### src/spsc_defines.vh
// Constants of the system clock prescaler and sleep controller.
// Assumes a single 100 MHz master clock and an AXI4-Lite register bus.
`ifndef SPSC_DEFINES_VH
`define SPSC_DEFINES_VH

// Register byte offsets
`define SPSC_ADDR_PRESCALE     8'h00
`define SPSC_ADDR_SLEEP        8'h04
`define SPSC_ADDR_STATUS       8'h08

// Prescale register fields
`define SPSC_PS_UNLOCK_BIT     7
`define SPSC_PS_SEL_MSB        3
`define SPSC_PS_SEL_DIV1       4'h0
`define SPSC_PS_SEL_DIV8       4'h3
`define SPSC_PS_SEL_MAX        4'h8

// Sleep control register fields
`define SPSC_SL_ENABLE_BIT     5
`define SPSC_SL_MODE_MSB       4
`define SPSC_SL_MODE_LSB       3
`define SPSC_SL_RESET          8'h00

// Sleep mode encodings
`define SPSC_MODE_IDLE         2'h0
`define SPSC_MODE_NOISE        2'h1
`define SPSC_MODE_PDOWN        2'h2
`define SPSC_MODE_STANDBY      2'h3

// Timing counts
`define SPSC_UNLOCK_TICKS      3'h4
`define SPSC_WAKE_STALL_TICKS  3'h4
`define SPSC_STARTUP_CYCLES    4'h6

// Bus answers
`define SPSC_RESP_OKAY         2'h0
`define SPSC_RESP_SLVERR       2'h2

`endif

### src/spsc_divider.v
// Prescale counter producing one enable tick per divided clock period.
// Runs on the undivided master clock; the select comes from the top.
`timescale 1ns/100ps
`include "spsc_defines.vh"

module spsc_divider (
	input  wire       clk,
	input  wire       rst,
	input  wire [3:0] sel_reset,
	input  wire [3:0] sel_new,
	input  wire       sel_load,
	output reg        tick_q,
	output reg  [3:0] sel_act_q
);

	reg  [7:0] cnt_q;
	reg  [3:0] sel_pend_q;
	reg        pend_q;
	wire [3:0] sel_next;
	wire [3:0] sel_clamp;
	wire [7:0] reload;
	wire [8:0] reload_full;

	// A new select waits for the old period to end, so no short period
	assign sel_next  = pend_q ? sel_pend_q : sel_act_q; // see [RULE11]
	// Reserved codes behave as the largest factor
	assign sel_clamp = (sel_next > `SPSC_PS_SEL_MAX) ? `SPSC_PS_SEL_MAX : sel_next; // see [RULE9]
	// Factor 256 needs a ninth bit before the decrement
	assign reload_full = (9'h001 << sel_clamp) - 9'h001;
	assign reload      = reload_full[7:0];

	always @(posedge clk) begin
		if (rst) begin
			cnt_q      <= 8'h00;
			sel_act_q  <= sel_reset;
			sel_pend_q <= 4'h0;
			pend_q     <= 1'b0;
			tick_q     <= 1'b0;
		end else begin
			if (sel_load) begin
				sel_pend_q <= sel_new;
				pend_q     <= 1'b1;
			end
			if (cnt_q == 8'h00) begin
				// Old period ends here, new period counted from here
				tick_q    <= 1'b1; // see [RULE12]
				cnt_q     <= reload; // see [RULE13]
				sel_act_q <= sel_next;
				if (!sel_load) begin
					pend_q <= 1'b0;
				end
			end else begin
				tick_q <= 1'b0;
				cnt_q  <= cnt_q - 8'h01;
			end
		end
	end

endmodule // spsc_divider

### src/spsc_top.v
// Clock prescaler and sleep controller with AXI4-Lite registers.
// Assumes the core gives a one-cycle sleep pulse on CLOCK, and that
// clock domain enables are used as clock gates by the logic around it.
//
// The AXI4-Lite slave port and the address map were decided locally.
`timescale 1ns/100ps
`include "spsc_defines.vh"

// Rules of the document
// [RULE1] Unlock bit sets only when written one with all other bits zero.
// [RULE2] Unlock bit clears after four ticks or when a select is written.
// [RULE3] Rewriting the unlock bit while open neither restarts nor clears it.
// [RULE4] Prescale bits 6 to 4 read zero and ignore writes.
// [RULE5] Software unlocks, then writes the select within four ticks.
// [RULE6] Software keeps interrupts off during the two-write change.
// [RULE7] Select resets to 0000, or 0011 with the divide-by-eight fuse.
// [RULE8] Any select value is accepted via unlock, whatever the fuse.
// [RULE9] Select n divides by two to the n; codes 9 to 15 reserved.
// [RULE10] Divided clock feeds processor, flash, I/O and converter domains.
// [RULE11] Division changes are glitch free; no period shorter than both.
// [RULE12] New rate is active after one old plus one to two new periods.
// [RULE13] Prescaler counts on the master clock; its state is unreadable.
// [RULE14] Sleep starts only on a sleep instruction with sleep enable set.
// [RULE15] Mode field: 00 idle, 01 noise reduction, 10 power-down, 11 standby.
// [RULE16] Enabled interrupt wakes; stall four ticks after start-up, then resume.
// [RULE17] Register file and static memory keep contents across sleep.
// [RULE18] Reset during sleep wakes and restarts from the reset vector.
// [RULE19] Idle stops only processor and flash clocks.
// [RULE20] Idle wakes on external and internal interrupts.
// [RULE21] Converter enabled on idle entry starts a conversion.
// [RULE22] Software sets sleep enable just before sleep, clears after waking.
// [RULE23] Noise reduction halts I/O, processor and flash; converter runs.
// [RULE24] Power-down stops the oscillator and every generated clock.
// [RULE25] Unlock window counts divided ticks and closes on reset.
module spsc_top (
	input  wire        CLOCK,
	input  wire        SYS_RST,
	input  wire        DIV8_FUSE,
	input  wire        SLEEP_INSTR,
	input  wire        ADC_ENABLED,
	input  wire        WAKE_PIN_IRQ,
	input  wire        WAKE_IO_IRQ,
	input  wire        WAKE_ADC_IRQ,
	input  wire        WAKE_NVM_IRQ,
	input  wire        WAKE_WDT_IRQ,
	input  wire [7:0]  S_AXI_AWADDR,
	input  wire        S_AXI_AWVALID,
	output reg         S_AXI_AWREADY,
	input  wire [31:0] S_AXI_WDATA,
	input  wire [3:0]  S_AXI_WSTRB,
	input  wire        S_AXI_WVALID,
	output reg         S_AXI_WREADY,
	output reg  [1:0]  S_AXI_BRESP,
	output reg         S_AXI_BVALID,
	input  wire        S_AXI_BREADY,
	input  wire [7:0]  S_AXI_ARADDR,
	input  wire        S_AXI_ARVALID,
	output reg         S_AXI_ARREADY,
	output reg  [31:0] S_AXI_RDATA,
	output reg  [1:0]  S_AXI_RRESP,
	output reg         S_AXI_RVALID,
	input  wire        S_AXI_RREADY,
	output reg         CPU_CLK_EN,
	output reg         FLASH_CLK_EN,
	output reg         IO_CLK_EN,
	output reg         ADC_CLK_EN,
	output reg         OSC_ENABLE,
	output reg         ADC_START,
	output reg         CORE_STALL,
	output reg         SLEEPING
);

	localparam [1:0] ST_ACTIVE  = 2'h0;
	localparam [1:0] ST_ASLEEP  = 2'h1;
	localparam [1:0] ST_STARTUP = 2'h2;
	localparam [1:0] ST_STALL   = 2'h3;

	// Pin synchronisers; fuse flops carry no reset so reset can sample them
	reg        fuse_s1_q;
	reg        fuse_s2_q;
	reg        pin_s1_q;
	reg        pin_s2_q;

	// Bus state
	reg        aw_have_q;
	reg        w_have_q;
	reg  [7:0] awaddr_q;
	reg  [7:0] wdata_q;
	reg        wstrb0_q;
	wire       do_write;
	wire       wr_ps;
	wire       wr_sl;
	reg  [31:0] rdata_d;
	reg  [1:0]  rresp_d;

	// Control registers
	reg        unlock_q;
	reg  [2:0] unlock_cnt_q;
	reg  [3:0] sel_q;
	reg        sel_load_d;
	reg        sleep_en_q;
	reg  [1:0] sleep_mode_q;
	wire [3:0] sel_reset;
	wire       tick;
	wire [3:0] sel_act;

	// Sleep sequencer
	reg  [1:0] state_q;
	reg  [1:0] state_d;
	reg  [1:0] mode_q;
	reg  [3:0] wait_cnt_q;
	reg        wake_d;
	reg        cpu_run;
	reg        io_run;
	reg        adc_run;

	always @(posedge CLOCK) begin
		fuse_s1_q <= DIV8_FUSE;
		fuse_s2_q <= fuse_s1_q;
		pin_s1_q  <= WAKE_PIN_IRQ;
		pin_s2_q  <= pin_s1_q;
	end

	assign sel_reset = fuse_s2_q ? `SPSC_PS_SEL_DIV8 : `SPSC_PS_SEL_DIV1; // see [RULE7]

	spsc_divider u_div (
		.clk       (CLOCK),
		.rst       (SYS_RST),
		.sel_reset (sel_reset),
		.sel_new   (wdata_q[`SPSC_PS_SEL_MSB:0]),
		.sel_load  (sel_load_d),
		.tick_q    (tick),
		.sel_act_q (sel_act)
	);

	// Write channel: address and data taken in either order
	assign do_write = aw_have_q && w_have_q && !S_AXI_BVALID;
	assign wr_ps    = do_write && wstrb0_q && (awaddr_q[7:2] == `SPSC_ADDR_PRESCALE >> 2);
	assign wr_sl    = do_write && wstrb0_q && (awaddr_q[7:2] == `SPSC_ADDR_SLEEP >> 2);

	always @(posedge CLOCK) begin
		if (SYS_RST) begin
			S_AXI_AWREADY <= 1'b1;
			S_AXI_WREADY  <= 1'b1;
			S_AXI_BVALID  <= 1'b0;
			S_AXI_BRESP   <= `SPSC_RESP_OKAY;
			aw_have_q     <= 1'b0;
			w_have_q      <= 1'b0;
			awaddr_q      <= 8'h00;
			wdata_q       <= 8'h00;
			wstrb0_q      <= 1'b0;
		end else begin
			if (S_AXI_AWVALID && S_AXI_AWREADY) begin
				aw_have_q     <= 1'b1;
				awaddr_q      <= S_AXI_AWADDR;
				S_AXI_AWREADY <= 1'b0;
			end
			if (S_AXI_WVALID && S_AXI_WREADY) begin
				w_have_q     <= 1'b1;
				wdata_q      <= S_AXI_WDATA[7:0];
				wstrb0_q     <= S_AXI_WSTRB[0];
				S_AXI_WREADY <= 1'b0;
			end
			if (do_write) begin
				aw_have_q    <= 1'b0;
				w_have_q     <= 1'b0;
				S_AXI_BVALID <= 1'b1;
				if (awaddr_q[7:2] <= `SPSC_ADDR_STATUS >> 2) begin
					S_AXI_BRESP <= `SPSC_RESP_OKAY;
				end else begin
					S_AXI_BRESP <= `SPSC_RESP_SLVERR;
				end
			end
			if (S_AXI_BVALID && S_AXI_BREADY) begin
				S_AXI_BVALID  <= 1'b0;
				S_AXI_AWREADY <= 1'b1;
				S_AXI_WREADY  <= 1'b1;
			end
		end
	end

	// Read mux; counter state is deliberately not visible
	always @* begin
		rdata_d = 32'h0000_0000;
		rresp_d = `SPSC_RESP_OKAY;
		case (S_AXI_ARADDR[7:2])
			`SPSC_ADDR_PRESCALE >> 2: begin
				rdata_d[`SPSC_PS_UNLOCK_BIT]  = unlock_q;
				rdata_d[`SPSC_PS_SEL_MSB:0]   = sel_q; // see [RULE4] [RULE13]
			end
			`SPSC_ADDR_SLEEP >> 2: begin
				rdata_d[`SPSC_SL_ENABLE_BIT]  = sleep_en_q;
				rdata_d[`SPSC_SL_MODE_MSB:`SPSC_SL_MODE_LSB] = sleep_mode_q;
			end
			`SPSC_ADDR_STATUS >> 2: begin
				rdata_d[7:4] = sel_act;
				rdata_d[3:2] = state_q;
				rdata_d[1:0] = mode_q;
			end
			default: begin
				rresp_d = `SPSC_RESP_SLVERR;
			end
		endcase
	end

	always @(posedge CLOCK) begin
		if (SYS_RST) begin
			S_AXI_ARREADY <= 1'b1;
			S_AXI_RVALID  <= 1'b0;
			S_AXI_RDATA   <= 32'h0000_0000;
			S_AXI_RRESP   <= `SPSC_RESP_OKAY;
		end else begin
			if (S_AXI_ARVALID && S_AXI_ARREADY) begin
				S_AXI_ARREADY <= 1'b0;
				S_AXI_RVALID  <= 1'b1;
				S_AXI_RDATA   <= rdata_d;
				S_AXI_RRESP   <= rresp_d;
			end
			if (S_AXI_RVALID && S_AXI_RREADY) begin
				S_AXI_RVALID  <= 1'b0;
				S_AXI_ARREADY <= 1'b1;
			end
		end
	end

	// Select write is honoured only while the window is open
	always @* begin
		sel_load_d = wr_ps && unlock_q && !wdata_q[`SPSC_PS_UNLOCK_BIT]; // see [RULE8]
	end

	// Prescale register and unlock window
	always @(posedge CLOCK) begin
		if (SYS_RST) begin
			unlock_q     <= 1'b0; // see [RULE25]
			unlock_cnt_q <= 3'h0;
			sel_q        <= sel_reset; // see [RULE7]
		end else begin
			if (sel_load_d) begin
				sel_q    <= wdata_q[`SPSC_PS_SEL_MSB:0];
				unlock_q <= 1'b0; // see [RULE2]
			end else if (wr_ps && !unlock_q && (wdata_q == 8'h80)) begin
				// Bits 6 to 4 must be zero too, so they can never be stored
				unlock_q     <= 1'b1; // see [RULE1] [RULE4]
				unlock_cnt_q <= `SPSC_UNLOCK_TICKS;
			end else if (unlock_q && tick) begin
				// A repeated unlock write falls through to here untouched
				if (unlock_cnt_q == 3'h1) begin
					unlock_q <= 1'b0; // see [RULE2] [RULE3] [RULE25]
				end
				unlock_cnt_q <= unlock_cnt_q - 3'h1;
			end
		end
	end

	// Sleep control register
	always @(posedge CLOCK) begin
		if (SYS_RST) begin
			sleep_en_q   <= |(`SPSC_SL_RESET & (8'h01 << `SPSC_SL_ENABLE_BIT));
			sleep_mode_q <= 2'h0;
		end else if (wr_sl) begin
			sleep_en_q   <= wdata_q[`SPSC_SL_ENABLE_BIT];
			sleep_mode_q <= wdata_q[`SPSC_SL_MODE_MSB:`SPSC_SL_MODE_LSB];
		end
	end

	// Wake sources per mode; idle takes everything
	always @* begin
		case (mode_q)
			`SPSC_MODE_IDLE: begin
				wake_d = pin_s2_q | WAKE_IO_IRQ | WAKE_ADC_IRQ | WAKE_NVM_IRQ
					| WAKE_WDT_IRQ; // see [RULE20]
			end
			`SPSC_MODE_NOISE: begin
				wake_d = pin_s2_q | WAKE_ADC_IRQ | WAKE_NVM_IRQ | WAKE_WDT_IRQ;
			end
			default: begin
				wake_d = pin_s2_q | WAKE_WDT_IRQ;
			end
		endcase
	end

	always @* begin
		state_d = state_q;
		case (state_q)
			ST_ACTIVE: begin
				if (SLEEP_INSTR && sleep_en_q) begin
					state_d = ST_ASLEEP; // see [RULE14]
				end
			end
			ST_ASLEEP: begin
				if (wake_d) begin
					// Only power-down has an oscillator to restart
					if (mode_q == `SPSC_MODE_PDOWN) begin
						state_d = ST_STARTUP;
					end else begin
						state_d = ST_STALL;
					end
				end
			end
			ST_STARTUP: begin
				if (wait_cnt_q == 4'h1) begin
					state_d = ST_STALL;
				end
			end
			ST_STALL: begin
				if (tick && wait_cnt_q == 4'h1) begin
					state_d = ST_ACTIVE; // see [RULE16]
				end
			end
			default: begin
				state_d = ST_ACTIVE;
			end
		endcase
	end

	// Reset returns straight to active, so execution restarts at the vector
	always @(posedge CLOCK) begin
		if (SYS_RST) begin
			state_q    <= ST_ACTIVE; // see [RULE18]
			mode_q     <= `SPSC_MODE_IDLE;
			wait_cnt_q <= 4'h0;
			ADC_START  <= 1'b0;
		end else begin
			state_q   <= state_d;
			ADC_START <= 1'b0;
			if (state_q == ST_ACTIVE && state_d == ST_ASLEEP) begin
				mode_q <= sleep_mode_q; // see [RULE15]
				if (ADC_ENABLED && sleep_mode_q <= `SPSC_MODE_NOISE) begin
					ADC_START <= 1'b1; // see [RULE21]
				end
			end
			if (state_d == ST_STARTUP && state_q == ST_ASLEEP) begin
				wait_cnt_q <= `SPSC_STARTUP_CYCLES;
			end else if (state_d == ST_STALL && state_q != ST_STALL) begin
				wait_cnt_q <= {1'b0, `SPSC_WAKE_STALL_TICKS}; // see [RULE16]
			end else if (state_q == ST_STARTUP) begin
				wait_cnt_q <= wait_cnt_q - 4'h1;
			end else if (state_q == ST_STALL && tick) begin
				wait_cnt_q <= wait_cnt_q - 4'h1;
			end
		end
	end

	// Domain gating; only clocks stop, storage is never cleared by sleep
	always @* begin
		cpu_run = (state_q == ST_ACTIVE); // see [RULE17] [RULE19]
		io_run  = (state_q != ST_ASLEEP) || (mode_q == `SPSC_MODE_IDLE); // see [RULE23]
		adc_run = io_run || (mode_q == `SPSC_MODE_NOISE); // see [RULE23]
	end

	always @(posedge CLOCK) begin
		if (SYS_RST) begin
			CPU_CLK_EN   <= 1'b0;
			FLASH_CLK_EN <= 1'b0;
			IO_CLK_EN    <= 1'b0;
			ADC_CLK_EN   <= 1'b0;
			OSC_ENABLE   <= 1'b1;
			CORE_STALL   <= 1'b0;
			SLEEPING     <= 1'b0;
		end else begin
			CPU_CLK_EN   <= tick && cpu_run; // see [RULE10]
			FLASH_CLK_EN <= tick && cpu_run; // see [RULE10]
			IO_CLK_EN    <= tick && io_run; // see [RULE10]
			ADC_CLK_EN   <= tick && adc_run; // see [RULE10]
			// Standby keeps the oscillator for a fast wake
			OSC_ENABLE   <= !(state_q == ST_ASLEEP && mode_q == `SPSC_MODE_PDOWN); // see [RULE24]
			CORE_STALL   <= (state_q == ST_STARTUP) || (state_q == ST_STALL);
			SLEEPING     <= (state_q == ST_ASLEEP);
		end
	end

endmodule // spsc_top

### config.mk
export PLATFORM = sky130hd
export DESIGN_NAME = spsc_top
export DESIGN_NICKNAME = d
export VERILOG_FILES = /design/src/spsc_divider.v /design/src/spsc_top.v
export VERILOG_INCLUDE_DIRS = /design/src /design/src/src
export SDC_FILE = /design/constraint.sdc
export NUM_CORES = 1
export LEC_CHECK = 0
export BUFFER_PORTS_ARGS = -buffer_cell sky130_fd_sc_hd__buf_2
export CAP_MARGIN = 20
export CORE_ASPECT_RATIO = 1.4
export CORE_MARGIN = 2
export CORE_UTILIZATION = 55
export DETAILED_ROUTE_END_ITERATION = 12
export PLACE_DENSITY = 0.82
export SYNTH_ARGS = -nofsm -noshare
export SYNTH_HDL_FRONTEND = slang
export SYNTH_HIERARCHICAL = 1
export SYNTH_SLANG_ARGS = --single-unit
export TNS_END_PERCENT = 5
### constraint.sdc
create_clock -name CLOCK -period 4.25 [get_ports CLOCK]
set_clock_uncertainty 0.1 [all_clocks]
set_input_delay 1.275 -clock CLOCK [delete_from_list [all_inputs] [get_ports CLOCK]]
set_output_delay 1.275 -clock CLOCK [all_outputs]
set_load 0.03 [all_outputs]
# Word level (Yosys, flattened, before mapping)
# Index checks and enable logic that the tools add are counted.
dict set report op_classes {
  add_sub_neg 4
  order_cmp 3
  eq_ne 16
  shift 1
  muxes 36
  bitwise_logic 10
  n_reduce_logical 53
}
# cell n
set ops {}
lappend ops {{$mux W4} 8}
lappend ops {{$logic_and A1 B1 Y1} 26}
lappend ops {{$sub A8 B1 Y8 const B} 2}
lappend ops {{$mux W2} 7}
lappend ops {{$eq A6 B1 Y1 const B} 2}
lappend ops {{$logic_not A6 Y1} 2}
lappend ops {{$mux W3} 4}
lappend ops {{$eq A2 B2 Y1 const B} 5}
lappend ops {{$mux W1} 10}
lappend ops {{$reduce_bool A2 Y1} 5}
lappend ops {{$reduce_or A2 Y1} 5}
lappend ops {{$eq A8 B8 Y1 const B} 1}
lappend ops {{$logic_not A8 Y1} 1}
lappend ops {{$mux W8} 1}
lappend ops {{$or A1 B1 Y1} 8}
lappend ops {{$pmux W2 S4} 1}
lappend ops {{$shl A1 B4 Y8 const A} 1}
lappend ops {{$eq A2 B1 Y1 const B} 3}
lappend ops {{$eq A6 B2 Y1 const B} 1}
lappend ops {{$le A6 B2 Y1 const B} 1}
lappend ops {{$pmux W3 S2} 1}
lappend ops {{$reduce_or A3 Y1} 2}
lappend ops {{$eq A4 B1 Y1 const B} 1}
lappend ops {{$gt A4 B4 Y1 const B} 1}
lappend ops {{other kinds (15)} 24}
dict set report totals {
  reg_bits 84
  output_inout_bits 49
  elab_cells 161
}

# Longest topological paths before layout
# Gate-level depths: netlist of run 1.
dict set report logic_depth {
  word_depth 11
  ltp_mapped 9
}

# Cells and area by module
# The synthesis of run 1 kept the hierarchy.
# mod n_inst cells_each area_each_um2 seq_area_each_um2
set by_module_without_submodules {}
lappend by_module_without_submodules {spsc_top 1 307 2738.9 1281.2}
lappend by_module_without_submodules {spsc_divider 1 104 1011.0 400.4}

# Worst setup path after synthesis of run 1
# OpenSTA, ideal clock, no wires.
dict set report synth_timing {
  kind {input -> register}
  startpoint {in S_AXI_ARADDR[5]}
  endpoint {reg S_AXI_RDATA[6]}
  setup_ps 65
  t_arrival_ps 2367
  required_time_ps 4085
  slack_ps 1717
  cell_stages 4
  path_buffers 0
  path_cell_list {or4_1 -> nor3_1 -> a32oi_1 -> nor2_1}
}
dict set report synth_between {
  elab_chain_len 2
}
# item line_no
set synth_rtl {}
lappend synth_rtl {{start, declared} spsc_top.v:56} ;# input wire [7:0] S_AXI_ARADDR,
lappend synth_rtl {{$eq A6 B2 Y1} spsc_top.v:186} ;# case (S_AXI_ARADDR[7:2])
lappend synth_rtl {{$mux W1} spsc_top.v:186}
lappend synth_rtl {{end signal, assigned} spsc_top.v:216} ;# S_AXI_RDATA <= rdata_d;
lappend synth_rtl {{end, declared} spsc_top.v:59} ;# output reg [31:0] S_AXI_RDATA,
# Every way passes these cells.
# A chain may end at the register's enable or synchronous reset.

# Worst setup path in the final report of run 1
dict set report layout_timing {
  startpoint {in S_AXI_ARADDR[5]}
  endpoint {reg S_AXI_RDATA[7]}
}
dict set report layout_between {
  elab_chain_len 2
  word_cells_on_any_way 3
  cone_classes {eq/ne (1); mux (1); reduce/logical (1)}
}
# item line_no
set layout_rtl {}
lappend layout_rtl {{$eq A6 B2 Y1 / $logic_not A6 Y1 (equally long branches)} spsc_top.v:186}
lappend layout_rtl {{$pmux W1 S2 *} spsc_top.v:186}
# Mark *: on every way between the ends. The rest lies on a longest branch, timed or not.

==> results of run 1 <==
power by group:
part / total [mW] / switching, mW / internal (mW)
sequential: 0.904 / 0.0638 / 0.840
combinational: 0.432 / 0.255 / 0.177
clock: 0.674 / 0.267 / 0.407
total: 2.01 / 0.586 / 1.42
worst reg2reg max path, stage by stage, from the launching register on:
cell and delay, ns:
dfxtp_1 0.71, mux2_4 0.38, a21boi_4 0.15, a31o_1 0.25, or4_4 0.50, o21ai_2 0.13, o31ai_2 0.07
kinds of logic after synthesis:
logic type | Yosys count | synth area share (%)
buffers and inverters | 62 | 9.48
adder cells (fa/ha/maj) | 5 | 1.67
XOR/XNOR | 7 | 1.64
flip-flops | 80 | 44.8
AO/OA/AOI/OAI | 82 | 14.6
other | 1 | 0.100
AND/OR/NAND/NOR | 150 | 20.8
multiplexers | 24 | 6.87
metrics by stage:
step	cells	cell area, sq um	hold slack, ns
floorplan	438	3850	0.210
global placement	541	3960	0.215
detailed placement	541	3960	0.220
CTS	557	4210	0.237
global route	557	4210	0.243
finish	557	4210	0.238
layout make-up:
class / count / area (sq um)
Clock buffer: 11 / 141
Clock inverter: 5 / 104
Fill cell: 551 / 2410
Inverter: 14 / 52.6
Multi-Input combinational cell: 296 / 1810
Sequential cell: 80 / 1680
Tap cell: 92 / 115
Timing Repair Buffer: 59 / 298
state kept, by name (all words and copies together) (netlist names), 2 cells and up:
name / count
S_AXI_RDATA: 8
awaddr_q: 6
mode_q: 2
sel_q: 4
sleep_mode_q: 2
state_q: 2
u_div/cnt_q: 8
u_div/sel_act_q: 4
u_div/sel_pend_q: 4
unlock_cnt_q: 3
wait_cnt_q: 4
wdata_q: 8
worst min path at each step:
| stage | end |
|---|---|
| after global placement | fuse_s2_q |
| after detailed placement | fuse_s2_q |
| after floorplan | fuse_s2_q |
| final | fuse_s2_q |
| after CTS | fuse_s2_q |
| after global routing | fuse_s2_q |
cell usage after synthesis, types with 5 or more instances:
master    number
dfxtp_1       72
nand2_1       43
nor2_1        40
a21oi_1       29
buf_4         27
clkbuf_1      16
inv_1         14
mux2i_1       13
o21ai_0       13
nor3_1        11
mux2_2        10
nand3_1       10
nor2b_1       10
a31oi_1        8
edfxtp_1       8
a22oi_1        7
ha_1           5
nand2b_1       5
routing by layer:
metal  GRT usage, %  vias to the layer above
met2           35.6                      100
met4           10.2                        0
met5              0                        -
li1               -                     1476
met1           22.3                     1373
met3           4.98                       11
==> flow_metrics.tcl, run 1 <==
set metrics [dict create \
    grt_remaining_overflow 0 \
    tightest_slew_ns 0.792 \
    gp_congestion 0.845 \
    path_delay_family "simple AND/OR/NAND/NOR gates" \
    fmax_ghz 0.400 \
    finalPower_mw 2.01 \
    ctsResizeCount 0 \
    report.final.slew_viol_count 0 \
    r2r-start "u_div/pend_q" \
    finalCriticalPeriod_ns 2.50 \
    synth_ff_type "dfxtp_1" \
    path_max_fanout 5 \
    drv_cap 0 \
    hold_viol 0 \
    boundaryPins 116 \
    synth.distinct_cells 65 \
    fp.coreArea_sq_um 6610 \
    met2_length_mm 3.88 \
    clockBufferDepth 2 \
    whs_path_depth 0 \
    cp_cell_sequence "buf_2 -> or4_1 -> nor3_1 -> a22oi_1 -> nor2_1" \
    cp.arrival_ns 2.68 \
    endpoint_kind "register" \
    rows 35 \
    rr_worst_depth 6 \
    hp-class "register to register" \
    setup_tns_ns 0 \
    syn_area_sq_um 3750 \
    initial_core_util_pct 56.7 \
    reg2reg_slack_ns 1.86 \
    hold_start "fuse_s1_q" \
    cts_hold_buf 0 \
    rsz0062_at_grt "false" \
    final_cell_mix "72 x dfxtp_1, 58 x buf_2, 43 x nand2_1, 40 x nor2_1, 29 x a21oi_1" \
    yosysWarnings 6 \
    drtPass1Iterations 5 \
    crit_type "primary input to register" \
    grt_first_pass_wirelength_mm 11.8 \
    p_leak_nw 1.76 \
    drc 0 \
    post_cts_buffers 0 \
    worst_setup_path_start_kind "primary input" \
    wl_met3_um 391 \
    wl_per_cell_um 13.1 \
    utilization_pct 63.6 \
    cp_num_buf_inv 1 \
    fin_ws_ns 1.75 \
    die-area_sq_um 7500 \
    layout.nets 532 \
    die-height_um 102 \
    crit_slowest_cell "or4_1" \
    powerDensity_nw_per_um2 478 \
    crit_start "S_AXI_ARADDR[5]" \
    status "complete, no violations" \
    async_flop_share_pct 0 \
    yosysTopAreaCellShare_pct 38.4 \
    htree_levels 3 \
    wl_met1_mm 2.92 \
    clk_pin_slew_ns 0.08 \
    setup-violations-final 0 \
    final_common_cell "dfxtp_1" \
    drive_gt1_share_pct 22.2 \
    antenna_found_initial 0 \
    critPathMaxStageDelay_ns 0.54 \
    ant_nets 0 \
    clk_latency_ns 0.35 \
    yosysTopAreaCell "dfxtp_1" \
    grt_pass1_vias 2696 \
    cts_buffers 9 \
    num_antenna_cells 0 \
    die_x_um 73.8 \
    cts_tree "done" \
    synth.yosys.seq_area_share_pct 44.8 \
    crit-reg2reg-capture "u_div/cnt_q[7]" \
    area_growth_syn_to_layout_pct 12.2 \
    synthCells 411 \
    clock-sinks 80 \
    place_ws_ns 1.38 \
    dp_hpwl_mm 5.30 \
    synth.area.top_cells "dfxtp_1 38%, edfxtp_1 6.4%, buf_4 5.4%" \
    root_buffer "clkbuf_8" \
    fin_crit_sh_pct 58.8 \
    top_layer_used "met4" \
    synth_edf_count 8 \
    avgSynthCellArea_sq_um 9.12 \
    synth-seq-cells 80 \
    wl_mm 7.32 \
    required_ns 4.43 \
    relSlewSlack_pct 47.2 \
    vdd_ir_drop_max_mv 0.230 \
    grt_usage_pct 20.3 \
    drtIter0Drc 150 \
    crit_path_end "S_AXI_RDATA[7]" \
    portBuffers 58 \
    viasPerCell 5.31 \
    vias 2960 \
    cp.depth 5 \
    grt_max_degree 48 \
]
Note: power is estimated with default switching activity, not from simulation.
==> inputs of run 2 (changes only) <==
--- a/config.mk
+++ b/config.mk
@@ -6,13 +6,14 @@
 export SDC_FILE = /design/constraint.sdc
 export NUM_CORES = 1
 export LEC_CHECK = 0
+export ABC_AREA = 1
 export BUFFER_PORTS_ARGS = -buffer_cell sky130_fd_sc_hd__buf_2
 export CAP_MARGIN = 20
 export CORE_ASPECT_RATIO = 1.4
 export CORE_MARGIN = 2
-export CORE_UTILIZATION = 55
+export CORE_UTILIZATION = 46
 export DETAILED_ROUTE_END_ITERATION = 12
-export PLACE_DENSITY = 0.82
+export PLACE_DENSITY = 0.73
 export SYNTH_ARGS = -nofsm -noshare
 export SYNTH_HDL_FRONTEND = slang
 export SYNTH_HIERARCHICAL = 1
==> constraint.sdc (replaced) <==
create_clock -name CLOCK -period 2.09 [get_ports CLOCK]
set_clock_uncertainty 0.1 [all_clocks]
set_input_delay 0.627 -clock CLOCK [delete_from_list [all_inputs] [get_ports CLOCK]]
set_output_delay 0.627 -clock CLOCK [all_outputs]
set_load 0.03 [all_outputs]
==> run 2 against run 1 <==
Effect of this change:
- total power up 130%
- routed wire length up 2.2%
- synthesized area up 1.8%
- critical path depth up 9
- sequential cell count unchanged
- first-iteration DRC count down 16%
- count of clock-buffer cells in the layout up 3
- cell count up 23%
- non-clock buffer count up 5
- largest power group unchanged
- sequential share of layout area down 2.2 points
- utilization down 8.6 points
==> flow_metrics.tcl, run 2 <==
set metrics [dict create \
    p_leak_nw 2.13 \
    layout.nets 648 \
    syn_area_sq_um 3820 \
    path_delay_family "simple AND/OR/NAND/NOR gates" \
    hp-class "register to register" \
    final_common_cell "nor2_1" \
    cts_buffers 9 \
    synth-seq-cells 80 \
    ys_top_cells_by_count "93 x nor2_1, 79 x nand2_1, 72 x dfxtp_1" \
    antenna_found_initial 0 \
    dp_hpwl_mm 5.71 \
    viasPerCell 4.75 \
    synth_edf_count 8 \
    report.final.slew_viol_count 0 \
    crit_start "u_div/sel_act_q[3]" \
    required_ns 2.26 \
    hold_viol 0 \
    vdd_ir_drop_max_mv 0.535 \
    clk_pin_slew_ns 0.06 \
    finalCriticalPeriod_ns 1.87 \
    wl_per_cell_um 11.0 \
    whs_path_depth 0 \
    yosysMostFrequentCell "nor2_1" \
    synth_ff_type "dfxtp_1" \
    synth.area.top_cells "dfxtp_1 38%, nor2_1 9.1%, nand2_1 7.8%" \
    yosysWarnings 6 \
    rr_worst_depth 14 \
    root_buffer "clkbuf_16" \
    ant_nets 0 \
    cp_num_buf_inv 2 \
    crit-reg2reg-capture "u_div/cnt_q[6]" \
    reg2reg_slack_ns 0.22 \
    rows 39 \
    final_cell_mix "93 x nor2_1, 79 x nand2_1, 71 x dfxtp_1, 58 x inv_1, 58 x buf_2" \
    wl_mm 7.48 \
    avgSynthCellArea_sq_um 7.47 \
    rsz0062_at_grt "false" \
    endpoint_kind "register" \
    clk_latency_ns 0.33 \
    r2r-start "u_div/sel_act_q[3]" \
    fillerInstances 764 \
    drv_cap 0 \
    synthCells 511 \
    critPathMaxStageDelay_ns 0.42 \
    cp.arrival_ns 2.04 \
    powerDensity_nw_per_um2 1040 \
    grt_first_pass_wirelength_mm 12.5 \
    crit_type "register to register" \
    hold_start "fuse_s1_q" \
    die_x_um 81.0 \
    cp_cell_sequence "inv_1 -> nand2_2 -> nand2_4 -> nand2_4 -> nand2_4 -> nor2_2 -> nor2_4 -> ha_1 -> inv_1 -> nor2_4 -> nand3_1 -> nand2_1 -> nand2_1 -> nor2_1" \
    fmax_ghz 0.535 \
    setup-violations-final 0 \
    grt_pass1_vias 3016 \
    whs_endpoint "fuse_s2_q" \
    status "complete, no violations" \
    cts_tree "done" \
    die-height_um 112 \
    async_flop_share_pct 0 \
    reg_top3 "S_AXI_RDATA (8), u_div/cnt_q (8), wdata_q (8)" \
    num_antenna_cells 0 \
    drtPass1Iterations 4 \
    setup_tns_ns 0 \
    area_growth_syn_to_layout_pct 16.8 \
    clockBufferDepth 2 \
    finalPower_mw 4.65 \
    drtIter0Drc 126 \
    gp_congestion 0.816 \
    grt_usage_pct 17.6 \
    boundaryPins 116 \
    worst_setup_path_start_kind "register" \
    clock-sinks 80 \
    critPathMostFrequentCell "nand2_4" \
    cts_hold_buf 0 \
    initial_core_util_pct 47.1 \
    die-area_sq_um 9050 \
    utilization_pct 55.0 \
    synth.yosys.seq_area_share_pct 44.1 \
    drc 0 \
    yosysTopAreaCell "dfxtp_1" \
    fin_crit_sh_pct 89.5 \
    grt_remaining_overflow 0 \
    synth.distinct_cells 37 \
    htree_levels 3 \
    grt_max_degree 21 \
    path_max_fanout 6 \
    yosysTopAreaCellShare_pct 37.8 \
    vias 3242 \
    portBuffers 58 \
    crit_slowest_cell "edfxtp_1" \
    drive_gt1_share_pct 20.3 \
    fp.coreArea_sq_um 8100 \
]
-- run 2: cell count changes in the layout (fill, tap and decap cells not counted), moves of 9 or more --
cell | before | now
clkbuf_16 | 0 | 11
nand2_1 | 43 | 79
mux2i_1 | 13 | 0
mux2_2 | 10 | 0
nand3_1 | 10 | 21
o21ai_0 | 13 | 48
nor2b_1 | 10 | 0
nor2_1 | 40 | 93
nor3_1 | 11 | 1
inv_1 | 14 | 58
clkbuf_8 | 10 | 1
-- run 2: routing by layer --
layer | vias to the layer above | global-route usage (%) | share of wire [%] | wire length (um)
met5 | - | 0 | 0 | 0
met1 | 1425 | 19.1 | 42 | 3130
met4 | 0 | 10.8 | 2.8 | 208
met2 | 99 | 30.4 | 49 | 3670
li1 | 1700 | - | - | -
met3 | 18 | 3.97 | 6.4 | 480
-- run 2: through the flow --
step                      setup WS (ns)  std cells  area, sq um  hold WS, ns
after floorplan                   0.376        538         3920        0.210
after detailed placement          0.156        665         4120        0.213
after global placement            0.211        665         4120        0.213
after global routing             0.0146        683         4460        0.237
after CTS                         0.161        681         4430        0.226
final                             0.220        683         4460        0.226
-- run 2: final cells by class --
class | instances | area (sq um) | share of cell area, %
sequential | 80 | 1680 | 37.8
tap | 102 | 128 | 2.86
timing repair buffer | 64 | 335 | 7.52
clock inverter | 2 | 15.0 | 0.337
multi-input combinational | 359 | 1760 | 39.6
inverter | 62 | 235 | 5.28
clock buffer | 14 | 297 | 6.65
-- run 2: how the worst max path moves through the flow --
| stage | end | slack, ns | depth (start not counted) |
|---|---|---|---|
| floorplan | u_div/cnt_q[6] | 0.38 | 13 |
| finish | u_div/cnt_q[6] | 0.22 | 14 |
| detailed placement | S_AXI_RDATA[2] | 0.16 | 8 |
| CTS | u_div/cnt_q[6] | 0.16 | 14 |
| global route | u_div/cnt_q[6] | 0.01 | 14 |
| global placement | S_AXI_RDATA[2] | 0.21 | 8 |
-- run 2: cell families after synthesis --
group | count (synthesis) | share of synthesized area [%]
AO/OA/AOI/OAI | 88 | 12.4
XOR/XNOR | 4 | 0.918
adder cells (fa/ha/maj) | 5 | 1.64
buffers and inverters | 99 | 12.6
flip-flops | 80 | 44.1
other | 1 | 0.0983
AND/OR/NAND/NOR | 234 | 28.2
-- run 2: power by group --
part | total, mW | internal [mW] | switching, mW
logic | 1.22 | 0.421 | 0.799
clock network | 1.59 | 0.988 | 0.606
registers | 1.83 | 1.73 | 0.103
total | 4.65 | 3.14 | 1.51
-- run 2: what timing repair did --
item                                    in CTS  in global routing
endpoints found under the setup margin       0                  1
resized for setup                            0                  4
setup buffers                                0                  2
